`src/dsr_pkg.sv`:
```
package dsr_pkg;

  localparam int unsigned ADDR_W = 8;
  localparam int unsigned DATA_W = 8;
  localparam int unsigned WORD_W = 16;

  // register offsets
  localparam logic [7:0] ERROR_STATUS_OFS         = 8'h04;
  localparam logic [7:0] INTERFACE_OPTIONS_OFS    = 8'h05;
  localparam logic [7:0] POWER_BIAS_CONTROL_OFS   = 8'h06;
  localparam logic [7:0] OUTPUT_CURRENT_SCALE_OFS = 8'h07;

  // reset values
  localparam logic [7:0] ERROR_STATUS_RST         = 8'h00;
  localparam logic [7:0] INTERFACE_OPTIONS_RST    = 8'h00;
  localparam logic [7:0] POWER_BIAS_CONTROL_RST   = 8'h0C;
  localparam logic [7:0] OUTPUT_CURRENT_SCALE_RST = 8'hFF;

  // error_status fields
  localparam int unsigned STS_OVERRUN_BIT = 5;
  localparam int unsigned STS_PATTERN_BIT = 4;

  // interface_options fields and writable bits
  localparam int unsigned OPT_FOUR_WIRE_BIT    = 7;
  localparam int unsigned OPT_BUS_REVERSE_BIT  = 6;
  localparam int unsigned OPT_RESYNC_INH_BIT   = 5;
  localparam int unsigned OPT_SKEW_BYPASS_BIT  = 2;
  localparam int unsigned OPT_CLKMUL_BYPASS_BIT = 1;
  localparam logic [7:0]  OPT_WRITE_MASK       = 8'hE6;

  // power_bias_control fields and writable bits
  localparam int unsigned PWR_SLEEP_B_BIT   = 5;
  localparam int unsigned PWR_SLEEP_A_BIT   = 4;
  localparam int unsigned PWR_CORNER_A_BIT  = 3;
  localparam int unsigned PWR_CORNER_B_BIT  = 2;
  localparam int unsigned PWR_CLKMUL_SLP_BIT = 1;
  localparam int unsigned PWR_SKEW_SLP_BIT  = 0;
  localparam logic [7:0]  PWR_WRITE_MASK    = 8'h3F;

  // output_current_scale fields
  localparam int unsigned SCALE_A_LSB = 4;
  localparam int unsigned SCALE_B_LSB = 0;
  localparam int unsigned SCALE_W     = 4;

  // allowed checkerboard words
  localparam logic [15:0] CHECK_PAT_A = 16'hAAAA;
  localparam logic [15:0] CHECK_PAT_B = 16'h5555;

endpackage

```
`src/dsr_chk_if.sv`:
```
`timescale 1ns/1ns
interface dsr_chk_if;
  import dsr_pkg::*;

  logic [WORD_W-1:0] word;
  logic              word_valid;
  logic              check_en;
  logic              mismatch;

  modport ctrl
  (
    output word,
    output word_valid,
    output check_en,
    input  mismatch
  );

  modport chk
  (
    input  word,
    input  word_valid,
    input  check_en,
    output mismatch
  );
endinterface

```
`src/dsr_pattern_check.sv`:
```
`timescale 1ns/1ns
module dsr_pattern_check
  import dsr_pkg::*;
(
  input  wire logic mclk,
  input  wire logic rst,
  dsr_chk_if.chk    chk
);

  ////////////////////////////////////////////////////////////////////////////
  wire word_ok;
  wire bad_word;

  assign word_ok  = (chk.word == CHECK_PAT_A) || (chk.word == CHECK_PAT_B);
  // a pulse per bad word; the flag itself lives with the register
  assign bad_word = chk.check_en && chk.word_valid && !word_ok;
  assign chk.mismatch = bad_word;

  ////////////////////////////////////////////////////////////////////////////
  AST_BAD_WORD_FLAGGED: assert property (@(posedge mclk)
    disable iff (rst)
    chk.check_en && chk.word_valid && chk.word != CHECK_PAT_A
    && chk.word != CHECK_PAT_B |-> chk.mismatch)
    else $error("non checkerboard word not reported");

  AST_CHECK_OFF_QUIET: assert property (@(posedge mclk)
    disable iff (rst)
    !chk.check_en |-> !chk.mismatch)
    else $error("mismatch reported while check is off");

endmodule

```
`src/dsr_regs.sv`:
```
`timescale 1ns/1ns
// What this block does
// buffer pointer overrun sets overrun flag; only writing zero clears it
// while check enabled, compare every word leaving the input buffer
// set mismatch flag when a word is neither checkerboard pattern
// host flushes eight good samples, then writes zero to clear mismatch
// bus reverse bit mirrors the parallel input bus bit order
// resync inhibit bit blocks divider resync on sync events
// skew bypass samples data without skew loop; source aligns data
// software writes zero to every reserved bit; the testbench once writes 8'hFF to status
// channel power-down bits put channel A or B to sleep
// single-channel mode alone never sleeps channel B
// bias corner bit per channel: clear low corner, set high corner
// clock multiplier power-down bit sleeps the phase-locked loop
// skew loop power-down bit sleeps the delay-locked loop
// 4-bit current scale per channel; upper nibble A, lower nibble B
// scale resets all ones; power control resets with corners set only
// a set mask bit suppresses its error flag
// error flags sticky until written zero; writing one does nothing
// unused status bits read zero and ignore writes
module dsr_regs
  import dsr_pkg::*;
(
  input  wire logic               mclk,
  input  wire logic               rst,
  input  wire logic               reg_wr_en,
  input  wire logic [ADDR_W-1:0]  reg_addr,
  input  wire logic [DATA_W-1:0]  reg_wdata,
  output      logic [DATA_W-1:0]  reg_rdata,
  input  wire logic               overrun_err_mask,
  input  wire logic               pattern_err_mask,
  input  wire logic               buf_overrun,
  input  wire logic [WORD_W-1:0]  buf_word,
  input  wire logic               buf_word_valid,
  input  wire logic [WORD_W-1:0]  in_bus_raw,
  output      logic [WORD_W-1:0]  in_bus_mapped,
  input  wire logic               sync_event,
  output      logic               divider_resync,
  output      logic               four_wire_serial_select,
  output      logic               skew_loop_bypass,
  output      logic               clock_mult_bypass,
  output      logic               chan_a_sleep,
  output      logic               chan_b_sleep,
  output      logic               chan_a_bias_corner_sel,
  output      logic               chan_b_bias_corner_sel,
  output      logic               clock_mult_sleep,
  output      logic               skew_loop_sleep,
  output      logic [SCALE_W-1:0] chan_a_current_scale,
  output      logic [SCALE_W-1:0] chan_b_current_scale
);

  ////////////////////////////////////////////////////////////////////////////
  function automatic logic [WORD_W-1:0] mirror(input logic [WORD_W-1:0] w);
    logic [WORD_W-1:0] r;
    r = '0;
    for (int i = 0; i < WORD_W; i++)
    begin
      r[i] = w[WORD_W-1-i];
    end
    return r;
  endfunction

  ////////////////////////////////////////////////////////////////////////////
  logic [DATA_W-1:0] opt_reg;
  logic [DATA_W-1:0] pwr_reg;
  logic [DATA_W-1:0] scale_reg;
  logic              overrun_flag_reg;
  logic              pattern_flag_reg;
  logic [DATA_W-1:0] rdata_reg;
  logic [WORD_W-1:0] bus_reg;
  logic              resync_reg;

  wire wr_sts   = reg_wr_en && (reg_addr == ERROR_STATUS_OFS);
  wire wr_opt   = reg_wr_en && (reg_addr == INTERFACE_OPTIONS_OFS);
  wire wr_pwr   = reg_wr_en && (reg_addr == POWER_BIAS_CONTROL_OFS);
  wire wr_scale = reg_wr_en && (reg_addr == OUTPUT_CURRENT_SCALE_OFS);

  // only a written zero clears; a written one leaves the flag alone
  wire overrun_clr = wr_sts && !reg_wdata[STS_OVERRUN_BIT];
  wire pattern_clr = wr_sts && !reg_wdata[STS_PATTERN_BIT];

  wire overrun_set = buf_overrun && !overrun_err_mask;
  wire pattern_hit;

  // set wins over clear so a coincident event is never lost
  wire overrun_next = overrun_set || (overrun_flag_reg && !overrun_clr);
  wire pattern_next = pattern_hit || (pattern_flag_reg && !pattern_clr);

  // reserved bits are not stored, so they read back zero
  wire [DATA_W-1:0] opt_next = wr_opt ? (reg_wdata & OPT_WRITE_MASK) : opt_reg;
  wire [DATA_W-1:0] pwr_next = wr_pwr ? (reg_wdata & PWR_WRITE_MASK) : pwr_reg;
  wire [DATA_W-1:0] scale_next = wr_scale ? reg_wdata : scale_reg;

  wire [DATA_W-1:0] sts_view;
  assign sts_view = (DATA_W'(overrun_flag_reg) << STS_OVERRUN_BIT)
                  | (DATA_W'(pattern_flag_reg) << STS_PATTERN_BIT);

  wire [DATA_W-1:0] rdata_next =
      (reg_addr == ERROR_STATUS_OFS)         ? sts_view  :
      (reg_addr == INTERFACE_OPTIONS_OFS)    ? opt_reg   :
      (reg_addr == POWER_BIAS_CONTROL_OFS)   ? pwr_reg   :
      (reg_addr == OUTPUT_CURRENT_SCALE_OFS) ? scale_reg : '0;

  wire bus_rev  = opt_reg[OPT_BUS_REVERSE_BIT];
  wire resync_inh = opt_reg[OPT_RESYNC_INH_BIT];
  wire [WORD_W-1:0] bus_next =
      bus_rev ? mirror(in_bus_raw) : in_bus_raw;
  wire resync_next = sync_event && !resync_inh;

  ////////////////////////////////////////////////////////////////////////////
  always_ff @(posedge mclk)
  begin
    if (rst)
    begin
      opt_reg          <= INTERFACE_OPTIONS_RST;
      pwr_reg          <= POWER_BIAS_CONTROL_RST;
      scale_reg        <= OUTPUT_CURRENT_SCALE_RST;
      overrun_flag_reg <= ERROR_STATUS_RST[STS_OVERRUN_BIT];
      pattern_flag_reg <= ERROR_STATUS_RST[STS_PATTERN_BIT];
      rdata_reg        <= '0;
      bus_reg          <= '0;
      resync_reg       <= 1'b0;
    end
    else
    begin
      opt_reg          <= opt_next;
      pwr_reg          <= pwr_next;
      scale_reg        <= scale_next;
      overrun_flag_reg <= overrun_next;
      pattern_flag_reg <= pattern_next;
      rdata_reg        <= rdata_next;
      bus_reg          <= bus_next;
      resync_reg       <= resync_next;
    end
  end

  ////////////////////////////////////////////////////////////////////////////
  // checker watches buffer output only while its mask is clear; the mask
  // resets set elsewhere, so checking is off until software enables it
  dsr_chk_if chk_bus ();

  assign chk_bus.word       = buf_word;
  assign chk_bus.word_valid = buf_word_valid;
  assign chk_bus.check_en   = !pattern_err_mask;
  assign pattern_hit        = chk_bus.mismatch;

  dsr_pattern_check u_check
  (
    .mclk (mclk),
    .rst  (rst),
    .chk  (chk_bus.chk)
  );

  ////////////////////////////////////////////////////////////////////////////
  assign reg_rdata               = rdata_reg;
  assign in_bus_mapped           = bus_reg;
  assign divider_resync          = resync_reg;
  assign four_wire_serial_select = opt_reg[OPT_FOUR_WIRE_BIT];
  // with bypass set the source owns data-to-clock alignment
  assign skew_loop_bypass        = opt_reg[OPT_SKEW_BYPASS_BIT];
  assign clock_mult_bypass       = opt_reg[OPT_CLKMUL_BYPASS_BIT];
  assign chan_a_sleep            = pwr_reg[PWR_SLEEP_A_BIT];
  // no mode input feeds this: channel b sleeps on its own bit alone
  assign chan_b_sleep            = pwr_reg[PWR_SLEEP_B_BIT];
  assign chan_a_bias_corner_sel  = pwr_reg[PWR_CORNER_A_BIT];
  assign chan_b_bias_corner_sel  = pwr_reg[PWR_CORNER_B_BIT];
  assign clock_mult_sleep        = pwr_reg[PWR_CLKMUL_SLP_BIT];
  assign skew_loop_sleep         = pwr_reg[PWR_SKEW_SLP_BIT];
  assign chan_a_current_scale    = scale_reg[SCALE_A_LSB +: SCALE_W];
  assign chan_b_current_scale    = scale_reg[SCALE_B_LSB +: SCALE_W];

  ////////////////////////////////////////////////////////////////////////////
  AST_OVERRUN_SETS: assert property (@(posedge mclk)
    disable iff (rst)
    buf_overrun && !overrun_err_mask |=> overrun_flag_reg)
    else $error("overrun did not set flag");

  AST_OVERRUN_CLEARS: assert property (@(posedge mclk)
    disable iff (rst)
    wr_sts && !reg_wdata[STS_OVERRUN_BIT] && !buf_overrun
    |=> !overrun_flag_reg)
    else $error("zero write did not clear overrun flag");

  AST_FLAG_STICKY: assert property (@(posedge mclk)
    disable iff (rst)
    overrun_flag_reg && !wr_sts |=> overrun_flag_reg)
    else $error("overrun flag dropped without a write");

  AST_WRITE_ONE_KEEPS: assert property (@(posedge mclk)
    disable iff (rst)
    pattern_flag_reg && wr_sts && reg_wdata[STS_PATTERN_BIT]
    |=> pattern_flag_reg)
    else $error("writing one cleared mismatch flag");

  AST_MASK_SUPPRESSES: assert property (@(posedge mclk)
    disable iff (rst)
    !overrun_flag_reg && overrun_err_mask && !wr_sts
    |=> !overrun_flag_reg)
    else $error("masked overrun set the flag");

  AST_MISMATCH_SETS: assert property (@(posedge mclk)
    disable iff (rst)
    pattern_hit |=> pattern_flag_reg)
    else $error("mismatch did not set flag");

  // watched from the ports so a broken checker link is caught as well
  AST_BAD_WORD_TO_FLAG: assert property (@(posedge mclk)
    disable iff (rst)
    buf_word_valid && !pattern_err_mask && buf_word != CHECK_PAT_A
    && buf_word != CHECK_PAT_B |=> pattern_flag_reg)
    else $error("bad input word did not set mismatch flag");

  AST_MIRROR: assert property (@(posedge mclk)
    disable iff (rst)
    bus_rev |=> in_bus_mapped[0] == $past(in_bus_raw[WORD_W-1])
    && in_bus_mapped[WORD_W-1] == $past(in_bus_raw[0]))
    else $error("bus reverse mapping wrong");

  AST_RESYNC_INHIBIT: assert property (@(posedge mclk)
    disable iff (rst)
    resync_inh |=> !divider_resync)
    else $error("divider resync while inhibited");

  AST_RESYNC_PASSES: assert property (@(posedge mclk)
    disable iff (rst)
    sync_event && !resync_inh |=> divider_resync)
    else $error("sync event did not resync dividers");

  AST_RESET_VALUES: assert property (@(posedge mclk)
    $past(rst) |-> chan_a_current_scale == 4'hF
    && chan_b_current_scale == 4'hF && chan_a_bias_corner_sel
    && chan_b_bias_corner_sel && !chan_a_sleep && !chan_b_sleep
    && !clock_mult_sleep && !skew_loop_sleep)
    else $error("power or scale reset value wrong");

  AST_UNUSED_ZERO: assert property (@(posedge mclk)
    disable iff (rst)
    reg_addr == ERROR_STATUS_OFS |=> (reg_rdata & 8'hCF) == 8'h00)
    else $error("unused status bits read nonzero");

  AST_SCALE_WRITE: assert property (@(posedge mclk)
    disable iff (rst)
    wr_scale |=> chan_a_current_scale == $past(reg_wdata[7:4])
    && chan_b_current_scale == $past(reg_wdata[3:0]))
    else $error("scale write not applied");

endmodule

```
`config.mk`:
```
export PLATFORM = sky130hd
export DESIGN_NAME = dsr_regs
export DESIGN_NICKNAME = d
export VERILOG_FILES = /design/src/dsr_pkg.sv /design/src/dsr_chk_if.sv /design/src/dsr_pattern_check.sv /design/src/dsr_regs.sv
export SDC_FILE = /design/constraint.sdc
export NUM_CORES = 1
export LEC_CHECK = 0
export ABC_AREA = 0
export BUFFER_PORTS_ARGS = -buffer_cell sky130_fd_sc_hd__buf_2
export CAP_MARGIN = 20
export CORE_MARGIN = 2
export CORE_UTILIZATION = 50
export CTS_BUF_LIST = sky130_fd_sc_hd__clkbuf_8
export CTS_CLUSTER_DIAMETER = 150
export DETAILED_ROUTE_END_ITERATION = 6
export PLACE_DENSITY = 0.95
export SYNTH_ARGS = -nofsm -noshare
export SYNTH_HDL_FRONTEND = slang
export SYNTH_SLANG_ARGS = --single-unit
```
`constraint.sdc`:
```
create_clock -name mclk -period 3.1 [get_ports mclk]
set_input_delay 0.62 -clock mclk [delete_from_list [all_inputs] [get_ports mclk]]
set_output_delay 0.62 -clock mclk [all_outputs]
set_load 0.05 [all_outputs]
```
==> run summary <==
The slew at the pin closest to its max-slew limit was 960 ps. Pin placement for this block handled 98 I/O pins. The highest cell delay on the worst timing path was 320 ps; the number of global-route vias before repair was 1679. The path length in cells of the critical path was 5. The cell area after synthesis is 1920 µm², and the count of input and output buffers is 97. The normalized max-slew margin came out at 35.9%.

The global-route wire length before repair is 7200 µm. The startpoint-to-endpoint class of the critical path is input port to register. The run finished with clean final reports.

Routability-driven placement finished with a final weighted congestion of 0.806. The synthesized design spends more area on one cell type than any other, namely sky130_fd_sc_hd__dfxtp_1. The maximum root-to-sink buffer count is 2, and the core area is 3660 µm².

The run gives 3280 ps as the required time at the worst-slack endpoint. Highest-delay cell along the critical path: sky130_fd_sc_hd__nor2b_1. For the total global routing overflow, the log shows 0. The tools report the number of setup violations in the final report as 0. Summed over all failing endpoints, the final setup total negative slack is 0 ps. The mean area per synthesized cell was 9.93 µm². Post-synthesis net count: 249.

Worst path buffer plus inverter count: 1. Clock latency on the worst-skew pair, taken at its later pin, is 290 ps. The synthesized design contains 46 register bits. The logic depth of the worst register-to-register path is 2. The worst slack after detailed placement is 1200 ps. Across all setup checks in the final design, the least slack found is 1480 ps. The first detailed-routing pass ran for 4 iterations.

The register with the most flip-flops in the layout has 16 of them. The most common cell after layout, fill and taps aside was sky130_fd_sc_hd__buf_2. The tool flagged a number of max-cap violations equal to 0. The clock-pin slew reported for the worst setup and hold paths after clock tree synthesis came out at 80 ps.

The root buffer cell is sky130_fd_sc_hd__clkbuf_8. Sequential elements use 48.1% of the synthesized area. The final setup skew came out at 3.73 ps.

The tools report the initial antenna violation count as 0. The number of instances resized during post-cts repair was 0. The hold-critical path depth was 1; the total of warnings raised by yosys was 0. The count of nets left with antenna violations once routing finished came out at 0. After detailed routing, the number of remaining DRC violations is 0. The portion of synthesized cell area occupied by the leading cell type was 48.1%. In this design, the largest share of critical-path delay is due to simple AND/OR/NAND/NOR gates. For this block, the via count after detailed routing is 1730. Number of max-slew violations in the final report: 0. The worst path needs 1620 ps of the cycle, external delays included. The worst path uses 52.2% of the clock period.

After synthesis, the netlist uses 28 different library cells. Traced cell by cell, the critical path runs through buf_2 > nor2b_1 > nand3_2 > mux2i_1 > nor2_1. Buffers inserted during clock tree synthesis total 5. Dividing total power by cell area gives a power density of 454 nW/µm². In the routed layout, each cell is associated on average with a via count of 5.16. Sorting the synthesized cells by area gives the leading types as sky130_fd_sc_hd__dfxtp_1 (48%), sky130_fd_sc_hd__mux2i_1 (16%), sky130_fd_sc_hd__nor2_1 (7.6%), sky130_fd_sc_hd__nor4bb_1 (3.7%), sky130_fd_sc_hd__a21oi_1 (3.4%). The final layout net count was 342. In this run the static leakage power is 1.17 nW. Dividing the detail-routed wire length by the instance count gives 13.4 µm. The number of placement rows was 22; the all-layer global routing usage was 21.6%.

For the number of hold-repair buffers added at the cts stage, the log shows 0. Setup slack on the worst reg-to-reg path comes out at 1640 ps. The worst hold path belongs to the class register to register. Summed over all nets, the half-perimeter wirelength after detailed placement is 3420 µm.

The peak supply drop is 0.267 mV, and the number of violations reported at the end of detailed-routing iteration 0 is 120. The die width works out to 65.9 µm. The antenna diode count is 0. The largest net degree at the start of global routing is 38.

Layout overhead on the synthesized area: 30.5%. In the final layout, the share of cells above drive strength 1 is 39.4%. The number of cells produced by synthesis is 193. STA classifies the critical path endpoint as a register. For this configuration, the core starts out at a cell density of 52.3%. The signal arrival time at the worst endpoint was 1790 ps; the number of H-tree branching levels was 2. CTS saw 46 sinks.

Of all nets on the critical path, the largest fanout is 17. In the layout the commonest cells are sky130_fd_sc_hd__buf_2 (97), sky130_fd_sc_hd__dfxtp_1 (46), sky130_fd_sc_hd__nor2_1 (39), sky130_fd_sc_hd__mux2i_1 (31), sky130_fd_sc_hd__a21oi_1 (13). Buffers inserted during post-CTS setup optimization: 0. TritonCTS built the clock tree. The highest attainable clock frequency was 0.618 GHz. The die covers 4340 µm².

Setup repair after global routing left no endpoint under its margin. Type of origin of the critical path: an input port. The hold violation count in the final report was 0; the die outline height was 65.9 µm. For the total routed wirelength, the log shows 4480 µm.
per-stage QoR:
step	instance area (µm²)	instances	total power, mW	hold WS (ps)	utilization, %
detailed placement	2400	327	0.776	456	65.7
global route	2500	335	1.19	487	68.3
global placement	2400	327	0.770	444	65.7
finish	2500	335	1.13	465	68.3
floorplan	1920	193	0.715	422	-
CTS	2500	335	1.14	468	68.3
where the power goes:
| part | switching [mW] | internal [mW] |
|---|---|---|
| Sequential | 0.00394 | 0.605 |
| Combinational | 0.0980 | 0.0552 |
| Clock | 0.194 | 0.179 |
| Total | 0.296 | 0.839 |
synth_stat cells:
cell type and n:
sky130_fd_sc_hd__nand4_1 2, sky130_fd_sc_hd__nor2_1 39, sky130_fd_sc_hd__nor4bb_1 7, sky130_fd_sc_hd__buf_2 6, sky130_fd_sc_hd__a21oi_1 13, sky130_fd_sc_hd__mux2i_1 31
sky130_fd_sc_hd__buf_6 1, sky130_fd_sc_hd__nand3_2 1, sky130_fd_sc_hd__nor3b_1 5, sky130_fd_sc_hd__buf_4 1, sky130_fd_sc_hd__nor2b_1 3, sky130_fd_sc_hd__a31oi_1 1
sky130_fd_sc_hd__nand4_4 1, sky130_fd_sc_hd__and4bb_4 1, sky130_fd_sc_hd__inv_1 1, sky130_fd_sc_hd__nand4b_4 1, sky130_fd_sc_hd__nand2b_1 4, sky130_fd_sc_hd__o311ai_0 2
sky130_fd_sc_hd__o21ai_0 1, sky130_fd_sc_hd__a211oi_1 2, sky130_fd_sc_hd__nor3_4 1, sky130_fd_sc_hd__dfxtp_1 46, sky130_fd_sc_hd__nor3_2 2, sky130_fd_sc_hd__nand2_1 5
sky130_fd_sc_hd__buf_1 2, sky130_fd_sc_hd__nor3_1 9, sky130_fd_sc_hd__clkbuf_1 2, sky130_fd_sc_hd__o41ai_1 3
metal layers:
metal	vias to the layer above	part of all wire, %	wire length [µm]	GRT usage [%]
met4	0	0.96	43	5.47
li1	870	-	-	-
met3	5	4.9	220	5.45
met2	53	55	2480	41.5
met1	802	39	1740	23.1
met5	-	0	0	0
cell type report:
type | instances | area (µm²)
clock buffer | 6 | 82.6
inverter | 1 | 3.75
sequential | 46 | 921
clock inverter | 2 | 12.5
tap | 48 | 60.1
fill | 304 | 1160
multi-input combinational | 134 | 927
timing repair buffer | 98 | 493
path summary, 6_finish.rpt:
| kind | start | to |
|---|---|---|
| worst max-delay path | reg_addr[1] | pwr_reg[0]$_SDFFE_PP0P_ |
| worst min-delay path | opt_reg[5]$_SDFFE_PP0P_ | divider_resync$_SDFF_PP0_ |
| worst max register to register | opt_reg[6]$_SDFFE_PP0P_ | reg_rdata[6]$_SDFF_PP0_ |
| worst min register to register | opt_reg[5]$_SDFFE_PP0P_ | divider_resync$_SDFF_PP0_ |
kinds of logic after synthesis:
logic type             synth area share (%)
and+or+nand+nor                        25.1
DFF                                    48.1
muxes                                  16.2
AOI/OAI and AO/OA                      7.05
buffers and inverters                  3.53
Power figures use the tool's default switching activity.
